**config.mk**
```make
export PLATFORM = sky130hd
export DESIGN_NAME = psp_protect
export DESIGN_NICKNAME = d
export VERILOG_FILES = /design/src/psp_pkg.sv /design/src/psp_protect.sv
export VERILOG_INCLUDE_DIRS = /design/src
export SDC_FILE = /design/constraint.sdc
export NUM_CORES = 1
export LEC_CHECK = 0
export BUFFER_PORTS_ARGS = -buffer_cell sky130_fd_sc_hd__clkbuf_2
export CORE_MARGIN = 3
export CORE_UTILIZATION = 33
export CTS_BUF_LIST = sky130_fd_sc_hd__clkbuf_4
export CTS_CLUSTER_DIAMETER = 120
export DETAILED_ROUTE_END_ITERATION = 8
export PLACE_DENSITY = 0.48
export SYNTH_ARGS = -nofsm -noshare
export SYNTH_HDL_FRONTEND = slang
export SYNTH_SLANG_ARGS = --single-unit
```
**constraint.sdc**
```tcl
create_clock -name clk_sys -period 2.8 [get_ports clk_sys]
set_input_delay 0.14 -clock clk_sys [delete_from_list [all_inputs] [get_ports clk_sys]]
set_output_delay 0.14 -clock clk_sys [all_outputs]
set_load 0.05 [all_outputs]
```
**src/psp_map.svh**
```systemverilog
// Timing counts and code constants for the power stage protection block
`ifndef PSP_MAP_SVH
`define PSP_MAP_SVH
`define PSP_CLK_MHZ        250
`define PSP_BLANK_NCP_NS   100
`define PSP_BLANK_HSD_NS   65
`define PSP_BLANK_NCP_CYC  ((`PSP_BLANK_NCP_NS * `PSP_CLK_MHZ + 999) / 1000)
`define PSP_BLANK_HSD_CYC  ((`PSP_BLANK_HSD_NS * `PSP_CLK_MHZ + 999) / 1000)
`define PSP_TRI_REL_NS     2000
`define PSP_TRI_REL_CYC    ((`PSP_TRI_REL_NS * `PSP_CLK_MHZ + 999) / 1000)
`define PSP_OC_SETUP_US    120
`define PSP_OC_SETUP_CYC   (`PSP_OC_SETUP_US * `PSP_CLK_MHZ)
`define PSP_OC_COUNT       9
`define PSP_OC_REL_COUNT   3
`define PSP_TRI_HOLD_CYC   16
`define PSP_LIM_120A       2'h0
`define PSP_LIM_100A       2'h1
`define PSP_LIM_85A        2'h2
`endif

```
**src/psp_pkg.sv**
```systemverilog
// Types for the power stage protection block
package psp_pkg;
  typedef enum logic [1:0]
  {
    PSP_FLAG_TEMP = 2'h0,
    PSP_FLAG_HIGH = 2'h1,
    PSP_FLAG_LOW  = 2'h2
  } psp_flag_t;
  typedef enum logic [1:0]
  {
    PSP_PWM_LOW  = 2'h0,
    PSP_PWM_HIGH = 2'h1,
    PSP_PWM_TRI  = 2'h2
  } psp_pwm_t;
endpackage

```
**src/psp_protect.sv**
```systemverilog
// Protection and fault logic of a half-bridge power stage
// What this block does
// - Output above 2.8V forces low side on
// - Pre-overvoltage guard works enabled or disabled
// - Supply lockout drives fault flag low
// - Overcurrent, overtemp, short drive flag high
// - Flag overcurrent after nine consecutive peaks
// - Limit pin selects 120A, 100A or 85A
// - Overcurrent release: lockout, three low, tri-state
// - Zero current turns low side off
// - Zero current detect only with pin open/high
// - Negative current uses valley, 100ns blanking
// - Switch node high: short, flag, freeze gates
// - Short clears only on supply lockout
// - Overtemperature: gates off, flag high, hysteresis
// - Power input lockout: all off, flag low
// - Driver lockout: off, flag low, monitor ref
// - Enable low holds both gates off unless pre-overvoltage holds low side on or a latched short freezes them
// - Held tri-state turns both gates off
// - Below -60A turns low side off while zero current detect is off
// - Latch limit selection first 120us after enable
`timescale 1ns/1ps
`include "psp_map.svh"
module psp_protect #(
  parameter int unsigned OC_SETUP_CYC = `PSP_OC_SETUP_CYC,
  parameter int unsigned TRI_HOLD_CYC = `PSP_TRI_HOLD_CYC
)(
  // Clock and reset
  input  wire logic       clk_sys,
  input  wire logic       rstn,
  // Controller inputs
  input  wire logic       enable_in,
  input  wire logic       pwm_high_in,
  input  wire logic       pwm_tri_in,
  // Limit select pin decode: open/high, mid resistor, low resistor
  input  wire logic       limit_pin_open,
  input  wire logic       limit_pin_mid,
  // Comparator flags
  input  wire logic       vout_above_hi,
  input  wire logic       vout_above_lo,
  input  wire logic       power_input_undervolt,
  input  wire logic       power_input_above_hi,
  input  wire logic       driver_supply_undervolt,
  input  wire logic       driver_supply_above_hi,
  input  wire logic       temp_above_hi,
  input  wire logic       temp_above_lo,
  input  wire logic       peak_over_limit,
  input  wire logic       peak_below_release,
  input  wire logic       valley_below_zero,
  input  wire logic       valley_below_neg_hi,
  input  wire logic       valley_below_neg_lo,
  input  wire logic       switch_node_high,
  // Gate drives
  output logic            high_side_gate,
  output logic            low_side_gate,
  // Monitors and fault flag
  output logic            current_monitor_en,
  output logic            current_monitor_ref,
  output logic            temperature_sense_en,
  output psp_pkg::psp_flag_t fault_temp_flag_out,
  // Status
  output logic [1:0]      limit_select,
  output logic            zero_current_detect_en,
  output logic            overcurrent_protect,
  output logic            high_side_short_detect,
  output logic            output_preovervolt_protect,
  output logic            overtemp_fault,
  output logic            power_input_lockout,
  output logic            driver_supply_lockout
);

  initial
  begin
    if (OC_SETUP_CYC < 1 || TRI_HOLD_CYC < 1)
      $error("psp_protect: counts must be at least one");
  end

  localparam int NS = 18;

  logic [NS-1:0] raw_in;
  logic [NS-1:0] sy1_ff;
  logic [NS-1:0] sy2_ff;
  assign raw_in = {enable_in, pwm_high_in, pwm_tri_in, limit_pin_open, limit_pin_mid,
                   vout_above_hi, vout_above_lo, power_input_undervolt,
                   power_input_above_hi, driver_supply_undervolt, driver_supply_above_hi,
                   temp_above_hi, temp_above_lo, peak_over_limit, peak_below_release,
                   valley_below_zero, valley_below_neg_hi, switch_node_high};
  always_ff @(posedge clk_sys or negedge rstn)
  begin
    if (!rstn)
    begin
      sy1_ff <= '0;
      sy2_ff <= '0;
    end
    else
    begin
      sy1_ff <= raw_in;
      sy2_ff <= sy1_ff;
    end
  end

  logic neg_lo_s1_ff;
  logic neg_lo_ff;
  always_ff @(posedge clk_sys or negedge rstn)
  begin
    if (!rstn)
    begin
      neg_lo_s1_ff <= 1'b0;
      neg_lo_ff    <= 1'b0;
    end
    else
    begin
      neg_lo_s1_ff <= valley_below_neg_lo;
      neg_lo_ff    <= neg_lo_s1_ff;
    end
  end

  logic en_s, pwm_h, pwm_t, pin_open, pin_mid, vo_hi, vo_lo, pi_uv, pi_ok, ds_uv, ds_ok;
  logic t_hi, t_lo, pk_ov, pk_rel, vz, vn_hi, sw_hi;
  assign {en_s, pwm_h, pwm_t, pin_open, pin_mid, vo_hi, vo_lo, pi_uv, pi_ok, ds_uv, ds_ok,
          t_hi, t_lo, pk_ov, pk_rel, vz, vn_hi, sw_hi} = sy2_ff;

  // Supply lockouts with hysteresis
  always_ff @(posedge clk_sys or negedge rstn)
  begin
    if (!rstn)
    begin
      power_input_lockout   <= 1'b1;
      driver_supply_lockout <= 1'b1;
    end
    else
    begin
      if (pi_uv)
        power_input_lockout <= 1'b1;
      else if (pi_ok)
        power_input_lockout <= 1'b0;
      if (ds_uv)
        driver_supply_lockout <= 1'b1;
      else if (ds_ok)
        driver_supply_lockout <= 1'b0;
    end
  end
  logic lockout;
  assign lockout = power_input_lockout | driver_supply_lockout;

  always_ff @(posedge clk_sys or negedge rstn)
  begin
    if (!rstn)
      output_preovervolt_protect <= 1'b0;
    else if (vo_hi)
      output_preovervolt_protect <= 1'b1;
    else if (!vo_lo)
      output_preovervolt_protect <= 1'b0;
  end

  always_ff @(posedge clk_sys or negedge rstn)
  begin
    if (!rstn)
      overtemp_fault <= 1'b0;
    else if (t_hi)
      overtemp_fault <= 1'b1;
    else if (!t_lo)
      overtemp_fault <= 1'b0;
  end

  logic [$clog2(OC_SETUP_CYC+1)-1:0] setup_cnt_ff;
  logic en_d_ff;
  always_ff @(posedge clk_sys or negedge rstn)
  begin
    if (!rstn)
    begin
      setup_cnt_ff <= '0;
      en_d_ff      <= 1'b0;
      limit_select <= `PSP_LIM_120A;
    end
    else
    begin
      en_d_ff <= en_s;
      if (en_s && !en_d_ff)
        setup_cnt_ff <= '0;
      else if (en_s && setup_cnt_ff < OC_SETUP_CYC[$bits(setup_cnt_ff)-1:0])
      begin
        setup_cnt_ff <= setup_cnt_ff + 1'b1;
        limit_select <= pin_open ? `PSP_LIM_120A : (pin_mid ? `PSP_LIM_100A : `PSP_LIM_85A);
      end
    end
  end

  assign zero_current_detect_en = pin_open;

  logic [$clog2(`PSP_TRI_REL_CYC+TRI_HOLD_CYC+1)-1:0] tri_cnt_ff;
  always_ff @(posedge clk_sys or negedge rstn)
  begin
    if (!rstn)
      tri_cnt_ff <= '0;
    else if (!pwm_t)
      tri_cnt_ff <= '0;
    else if (tri_cnt_ff != '1)
      tri_cnt_ff <= tri_cnt_ff + 1'b1;
  end
  logic tri_off, tri_rel;
  assign tri_off = pwm_t && tri_cnt_ff >= TRI_HOLD_CYC;
  assign tri_rel = pwm_t && tri_cnt_ff >= `PSP_TRI_REL_CYC;

  // Low side on-time counter for blanking; valley sensing
  logic [7:0] ls_cnt_ff;
  always_ff @(posedge clk_sys or negedge rstn)
  begin
    if (!rstn)
      ls_cnt_ff <= '0;
    else if (!low_side_gate)
      ls_cnt_ff <= '0;
    else if (ls_cnt_ff != 8'hff)
      ls_cnt_ff <= ls_cnt_ff + 8'h01;
  end
  logic ncp_blank_done, hsd_blank_done;
  assign ncp_blank_done = ls_cnt_ff >= 8'(`PSP_BLANK_NCP_CYC);
  assign hsd_blank_done = ls_cnt_ff >= 8'(`PSP_BLANK_HSD_CYC);

  // Zero-current and negative-current low side cutoff
  logic zcd_off_ff, ncp_off_ff, pwm_h_d_ff;
  always_ff @(posedge clk_sys or negedge rstn)
  begin
    if (!rstn)
    begin
      zcd_off_ff <= 1'b0;
      ncp_off_ff <= 1'b0;
      pwm_h_d_ff <= 1'b0;
    end
    else
    begin
      pwm_h_d_ff <= pwm_h;
      if (pwm_h && !pwm_h_d_ff)
        zcd_off_ff <= 1'b0;
      else if (zero_current_detect_en && low_side_gate && ncp_blank_done && vz)
        zcd_off_ff <= 1'b1;
      if (zero_current_detect_en)
        ncp_off_ff <= 1'b0;
      else if (low_side_gate && ncp_blank_done && vn_hi)
        ncp_off_ff <= 1'b1;
      else if (!neg_lo_ff)
        ncp_off_ff <= 1'b0;
    end
  end

  // Overcurrent counting and release
  logic [3:0] oc_cnt_ff;
  logic [1:0] rel_cnt_ff;
  logic       pwm_h_oc_ff;
  always_ff @(posedge clk_sys or negedge rstn)
  begin
    if (!rstn)
    begin
      oc_cnt_ff           <= '0;
      rel_cnt_ff          <= '0;
      pwm_h_oc_ff         <= 1'b0;
      overcurrent_protect <= 1'b0;
    end
    else
    begin
      pwm_h_oc_ff <= pwm_h;
      if (lockout || tri_rel)
      begin
        oc_cnt_ff           <= '0;
        rel_cnt_ff          <= '0;
        overcurrent_protect <= 1'b0;
      end
      else if (!pwm_h && pwm_h_oc_ff)
      begin
        if (pk_ov)
        begin
          rel_cnt_ff <= '0;
          if (oc_cnt_ff == 4'(`PSP_OC_COUNT - 1))
            overcurrent_protect <= 1'b1;
          else
            oc_cnt_ff <= oc_cnt_ff + 4'h1;
        end
        else
        begin
          oc_cnt_ff <= '0;
          if (pk_rel && overcurrent_protect)
          begin
            if (rel_cnt_ff == 2'(`PSP_OC_REL_COUNT - 1))
            begin
              overcurrent_protect <= 1'b0;
              rel_cnt_ff          <= '0;
            end
            else
              rel_cnt_ff <= rel_cnt_ff + 2'h1;
          end
          else
            rel_cnt_ff <= '0;
        end
      end
    end
  end

  // short latch cleared by lockout only
  always_ff @(posedge clk_sys or negedge rstn)
  begin
    if (!rstn)
      high_side_short_detect <= 1'b0;
    else if (lockout)
      high_side_short_detect <= 1'b0;
    else if (low_side_gate && hsd_blank_done && sw_hi)
      high_side_short_detect <= 1'b1;
  end

  // Gate decision, priority from top
  logic nxt_hs, nxt_ls;
  always_comb
  begin
    nxt_hs = 1'b0;
    nxt_ls = 1'b0;
    if (lockout)
    begin
      nxt_hs = 1'b0;
      nxt_ls = 1'b0;
    end
    else if (high_side_short_detect)
    begin
      nxt_hs = high_side_gate;
      nxt_ls = low_side_gate;
    end
    else if (output_preovervolt_protect)
      nxt_ls = 1'b1;
    else if (overtemp_fault || !en_s || tri_off)
    begin
      nxt_hs = 1'b0;
      nxt_ls = 1'b0;
    end
    else if (pwm_t)
    begin
      nxt_hs = high_side_gate;
      nxt_ls = low_side_gate;
    end
    else
    begin
      nxt_hs = pwm_h;
      nxt_ls = !pwm_h && !zcd_off_ff && !ncp_off_ff;
    end
  end

  always_ff @(posedge clk_sys or negedge rstn)
  begin
    if (!rstn)
    begin
      high_side_gate <= 1'b0;
      low_side_gate  <= 1'b0;
    end
    else
    begin
      high_side_gate <= nxt_hs;
      low_side_gate  <= nxt_ls;
    end
  end

  // Fault flag and monitors
  always_ff @(posedge clk_sys or negedge rstn)
  begin
    if (!rstn)
    begin
      fault_temp_flag_out  <= psp_pkg::PSP_FLAG_LOW;
      current_monitor_en   <= 1'b0;
      current_monitor_ref  <= 1'b1;
      temperature_sense_en <= 1'b0;
    end
    else
    begin
      current_monitor_en   <= !lockout;
      temperature_sense_en <= !lockout;
      current_monitor_ref  <= driver_supply_lockout;
      if (lockout)
        fault_temp_flag_out <= psp_pkg::PSP_FLAG_LOW;
      else if (overcurrent_protect || overtemp_fault || high_side_short_detect)
        fault_temp_flag_out <= psp_pkg::PSP_FLAG_HIGH;
      else
        fault_temp_flag_out <= psp_pkg::PSP_FLAG_TEMP;
    end
  end

endmodule

```
---- Yosys cells after proc, flatten, opt, wreduce, memory -nomap -nowiden ----
Cells that the tools add are included.
storage, ports and cells
  bits of input ports ..................... 21
  logic and storage cells ................. 140
  output and inout port bits .............. 16
  flip-flop bits (word level) ............. 95
operators by class
  multiplexer cells ....................... 50
  eq/ne operators ......................... 13
  reduce and logical (&&, ||, !) cells .... 40
  bitwise operators ....................... 2
  add/sub/neg operators ................... 5
  $lt $le $gt $ge ......................... 5
operators with widths
  kind                     number
  $mux W1                  32
  $mux W15                 2
  $mux W10                 2
  $ge A8 B5 Y1 const B     2
  $logic_and A1 B1 Y1      16
  $mux W2                  8
  $mux W4                  4
  $mux W8                  2
  $add A15 B1 Y15 const B  1
  $lt A15 B15 Y1 const B   1
  $reduce_bool A2 Y1       6
  $add A10 B1 Y10 const B  1
  $ge A10 B5 Y1 const B    1
  $ge A10 B9 Y1 const B    1
  $ne A10 B10 Y1 const B   1
  $ne A2 B1 Y1 const B     5
  $add A8 B1 Y8 const B    1
  $ne A8 B8 Y1 const B     1
  $logic_not A1 Y1         7
  $reduce_and A2 Y1        3
  $reduce_bool A3 Y1       2
  $logic_or A1 B1 Y1       5
  $add A4 B1 Y4 const B    1
  $eq A4 B4 Y1 const B     1
  other kinds (9)          9

---- Depth between registers and ports, before layout ----
  depth in word-level cells ............... 8
  mapped depth ............................ 7
  mapped depth without buffers ............ 7

---- Worst setup path before layout ----
Ideal clock, no wire load.
  path type ............................... register to register
  start point ............................. reg low_side_gate
  end point ............................... reg ls_cnt_ff[5]
  library setup time ...................... 0.120 ns
  slack ................................... 1.136 ns
  data arrival time ....................... 1.544 ns
  stages on the path, launching flop included .. 7
  cells stage by stage .................... dfrtp_1 > clkbuf_1 > nand4_1 > nor2_1 > nor3_1 > xnor2_1 > nor2_1
between the ends
  longest elaborated chain between the ends .. 1
  elaborated cells between the ends (all ways) .. 2
RTL lines
  item                                                      line                source
  start: declaration                                        psp_protect.sv:55   output logic low_side_gate,
  start signal: assignment                                  psp_protect.sv:354  low_side_gate <= nxt_ls;
  $ne A2 B1 Y1 (no source line) or $mux W8 (tied branches)  --
  end signal: assignment                                    psp_protect.sv:214  ls_cnt_ff <= ls_cnt_ff + 8'h01;
  end: declaration                                          psp_protect.sv:206  logic [7:0] ls_cnt_ff;
Several ways; a longest one is shown, not always the timed one.
A chain may end at the register's enable or synchronous reset.

---- Worst setup path after layout ----
  start point ............................. reg setup_cnt_ff[4]
  end point ............................... reg limit_select[1]
between the ends
  longest elaborated chain between the ends .. 3
RTL lines
  item                                line                source
  start: declaration                  psp_protect.sv:166  logic [$clog2(OC_SETUP_CYC+1)-1:0] setup_cnt_ff;
  start signal: assignment            psp_protect.sv:183  setup_cnt_ff <= setup_cnt_ff + 1'b1;
  $lt A15 B15 Y1                      psp_protect.sv:181  else if (en_s && setup_cnt_ff < OC_SETUP_CYC[$bits(setup_cnt_ff)-1:0])
  $logic_and A1 B1 Y1                 psp_protect.sv:181
  $reduce_and A2 Y1 (no source line)  --
  end signal: assignment              psp_protect.sv:174  limit_select <= `PSP_LIM_120A;
  end signal: assignment              psp_protect.sv:184  limit_select <= pin_open ? `PSP_LIM_120A : (pin_mid ? `PSP_LIM_100A : `PSP_LIM_85A);
  end: declaration                    psp_protect.sv:62   output logic [1:0] limit_select,
No other way between the ends.

==> flow_summary.json <==
{
  "maxSlewHeadroom": 0.6216,
  "n_antenna_cell": 0,
  "finalInstanceArea_um2": 4528,
  "met2_length_um": 3259,
  "top_layer": "met4",
  "postCtsSetupRepairBufs": 0,
  "min_period_ps": 1667,
  "synth_warnings": 0,
  "synth_ff_type": "dfrtp_1",
  "status": "completed",
  "cp.required_ps": 3150,
  "hold_slack_ps": 211.9,
  "via_count": 2593,
  "track_usage": 0.1207,
  "hp-class": "in -> async",
  "final_min_period_over_clock_period": 0.5954,
  "dieArea_um2": 12960,
  "synth-async-reset-ratio": 1.000,
  "clk_latency_ps": 440,
  "dr.pass1.iters": 4,
  "viasPerCell": 4.802,
  "syn_area_per_cell_um2": 11.46,
  "maxSlewViolCount": 0,
  "cts_buffers": 9,
  "row_count": 38,
  "fin_util": 0.4087,
  "core-area_um2": 11080,
  "p_total_mw": 2.413,
  "syn-instance-count": 335,
  "vdd_drop_max_mv": 0.3554,
  "grt_max_degree": 53,
  "ioPinCount": 37,
  "grt_pass1_vias": 2576,
  "tightest_slew_ps": 567.6,
  "wl_per_cell_um": 13.20,
  "fmax_ghz": 0.5999,
  "fin_nets": 424,
  "hpwl_um": 4825,
  "clock_sinks": 95,
  "ant_nets": 0,
  "setup_viol": 0,
  "reg2reg_slack_ps": 1130,
  "final_cells": 540,
  "m1WireLength_um": 3448,
  "fp.dieH_um": 113.9,
  "gp_congestion": 0.7676,
  "drtIter0Drc": 149,
  "maxCapViolations": 0,
  "rsz0062_at_grt": "no",
  "drcViolationCount": 0,
  "nFillCells": 1077,
  "synth_cell_types": 54,
  "hold_violations": 0,
  "synth_seq_area_share": 0.6206,
  "cp-start-kind": "flop",
  "drt-total-wl_um": 7127,
  "power_leakage_nw": 2.081,
  "synth-seq-cells": 95,
  "finClkSkew_ps": 21.18,
  "grt_overflow": 0,
  "syn-num-nets": 364,
  "drive_gt1_frac": 0.1750,
  "clock_path_buffers": 2,
  "htreeDepth": 3,
  "clk_pin_slew_ps": 160,
  "setup_ws_ps": 1133,
  "setup_tns_ps": 0,
  "arrival_ps": 2020,
  "critPathCaptureType": "flop",
  "crit_fanout": 10,
  "reg2reg_from": "setup_cnt_ff[4]",
  "clock_tree.root_cell": "clkbuf_4",
  "power_density_nw_per_um2": 532.9,
  "critPathKind": "reg -> reg",
  "portBuffers": 36,
  "start_util": 0.3465,
  "die_x_um": 113.9,
  "crit_path_start": "setup_cnt_ff[4]",
  "synth_area_um2": 3839,
  "antenna_found_initial": 0,
  "dp_cells": 504,
  "wl_met3_um": 290,
  "pre_cts_slack_ps": 1147,
  "grt_pass1_wl_um": 12450,
  "cts_tree": "yes",
  "areaGrowthSynthToFinish_pct": 17.96,
  "synth_edf_count": 0,
  "dpl_cell_area_um2": 4179
}
==> final timing paths <==
kind,endpoint,depth (start not counted)
max in group asynchronous,fault_temp_flag_out[1],3
max reg2reg,limit_select[1],5
min,ls_cnt_ff[3],2
max,limit_select[1],5
min reg2reg,sy2_ff[9],0
min in group clk_sys,sy1_ff[2],2
==> state kept, by name, summed over array words and instances (netlist names), 2 cells and up <==
signal	cells
fault_temp_flag_out	2
rel_cnt_ff	2
setup_cnt_ff	15
ls_cnt_ff	8
sy1_ff	18
oc_cnt_ff	4
limit_select	2
tri_cnt_ff	10
sy2_ff	18
==> final cells by class <==
class | count | area, um^2 | share of cell area
Sequential cell | 95 | 2382 | 0.5261
Multi-Input combinational cell | 215 | 1348 | 0.2976
Timing Repair Buffer | 59 | 417.9 | 0.09229
Tap cell | 140 | 175.2 | 0.03868
Clock buffer | 10 | 75.07 | 0.01658
Clock inverter | 6 | 73.82 | 0.01630
Inverter | 15 | 56.30 | 0.01243
==> what timing repair did <==
item,4_1_cts,5_1_grt
hold buffers,20,0
gates resized for setup,0,0
endpoints found under the setup margin,0,0
endpoints found under the hold margin,59,0
==> report_power, final <==
group,switching (mW),internal (mW)
clock,0.473,0.295
sequential,0.0351,1.42
combinational,0.118,0.0685
==> worst max-delay path, stage by stage, from the launching register on <==
cell	delay, ps
dfrtp_1	450
a211oi_2	250
o21ai_2	150
a21boi_4	340
nand2_4	110
mux2_4	300
==> Yosys cell counts (all sizes together), types with 2 or more instances <==
cell / instances / share of area
dfrtp: 91 / 0.59
nor2: 37 / 0.036
nand2: 25 / 0.026
a21oi: 20 / 0.026
inv: 14 / 0.014
nand3: 13 / 0.017
nor3: 13 / 0.018
o21ai: 11 / 0.016
xnor2: 10 / 0.023
nand4: 9 / 0.015
clkbuf: 8 / 0.010
ha: 8 / 0.026
and3: 7 / 0.012
a21o: 5 / 0.0098
a31oi: 5 / 0.0081
nor2b: 5 / 0.0081
xor2: 5 / 0.011
dfstp: 4 / 0.027
nand2b: 4 / 0.0065
mux2i: 3 / 0.0078
a211oi: 2 / 0.0052
a22oi: 2 / 0.0039
a41o: 2 / 0.0052
a41oi: 2 / 0.0046
and2: 2 / 0.0033
and4: 2 / 0.0046
and4b: 2 / 0.0052
buf: 2 / 0.0033
mux2: 2 / 0.0078
nand4b: 2 / 0.0046
nor4b: 2 / 0.0046
or2: 2 / 0.0033
==> cells in the final DEF (no fill, tap or decap), types with 8 or more instances in the layout <==
cell type,instances
o21ai_0,9
clkbuf_2,35
clkbuf_4,10
a21oi_1,20
nand4_1,9
dlygate4sd3_1,20
dfrtp_1,91
nor2_1,37
inv_1,14
ha_1,8
nor3_1,12
nand3_1,13
nand2_1,24
xnor2_1,10
==> kinds of logic after synthesis <==
kind of cell             count (synthesis)  synth area share
AO/OA/AOI/OAI                           58            0.1027
AND/OR/NAND/NOR                        129            0.1724
flip-flops                              95            0.6206
adder cells (fa/ha/maj)                  8           0.02608
buffers and inverters                   25           0.02836
XOR/XNOR                                15           0.03422
multiplexers                             5           0.01565
==> per-layer routing <==
metal,up-vias,global-route usage
met1,1250,0.1639
met4,0,0.04355
li1,1285,-
met2,47,0.1814
met5,-,0
met3,11,0.03979
Power figures use the tool's default switching activity.
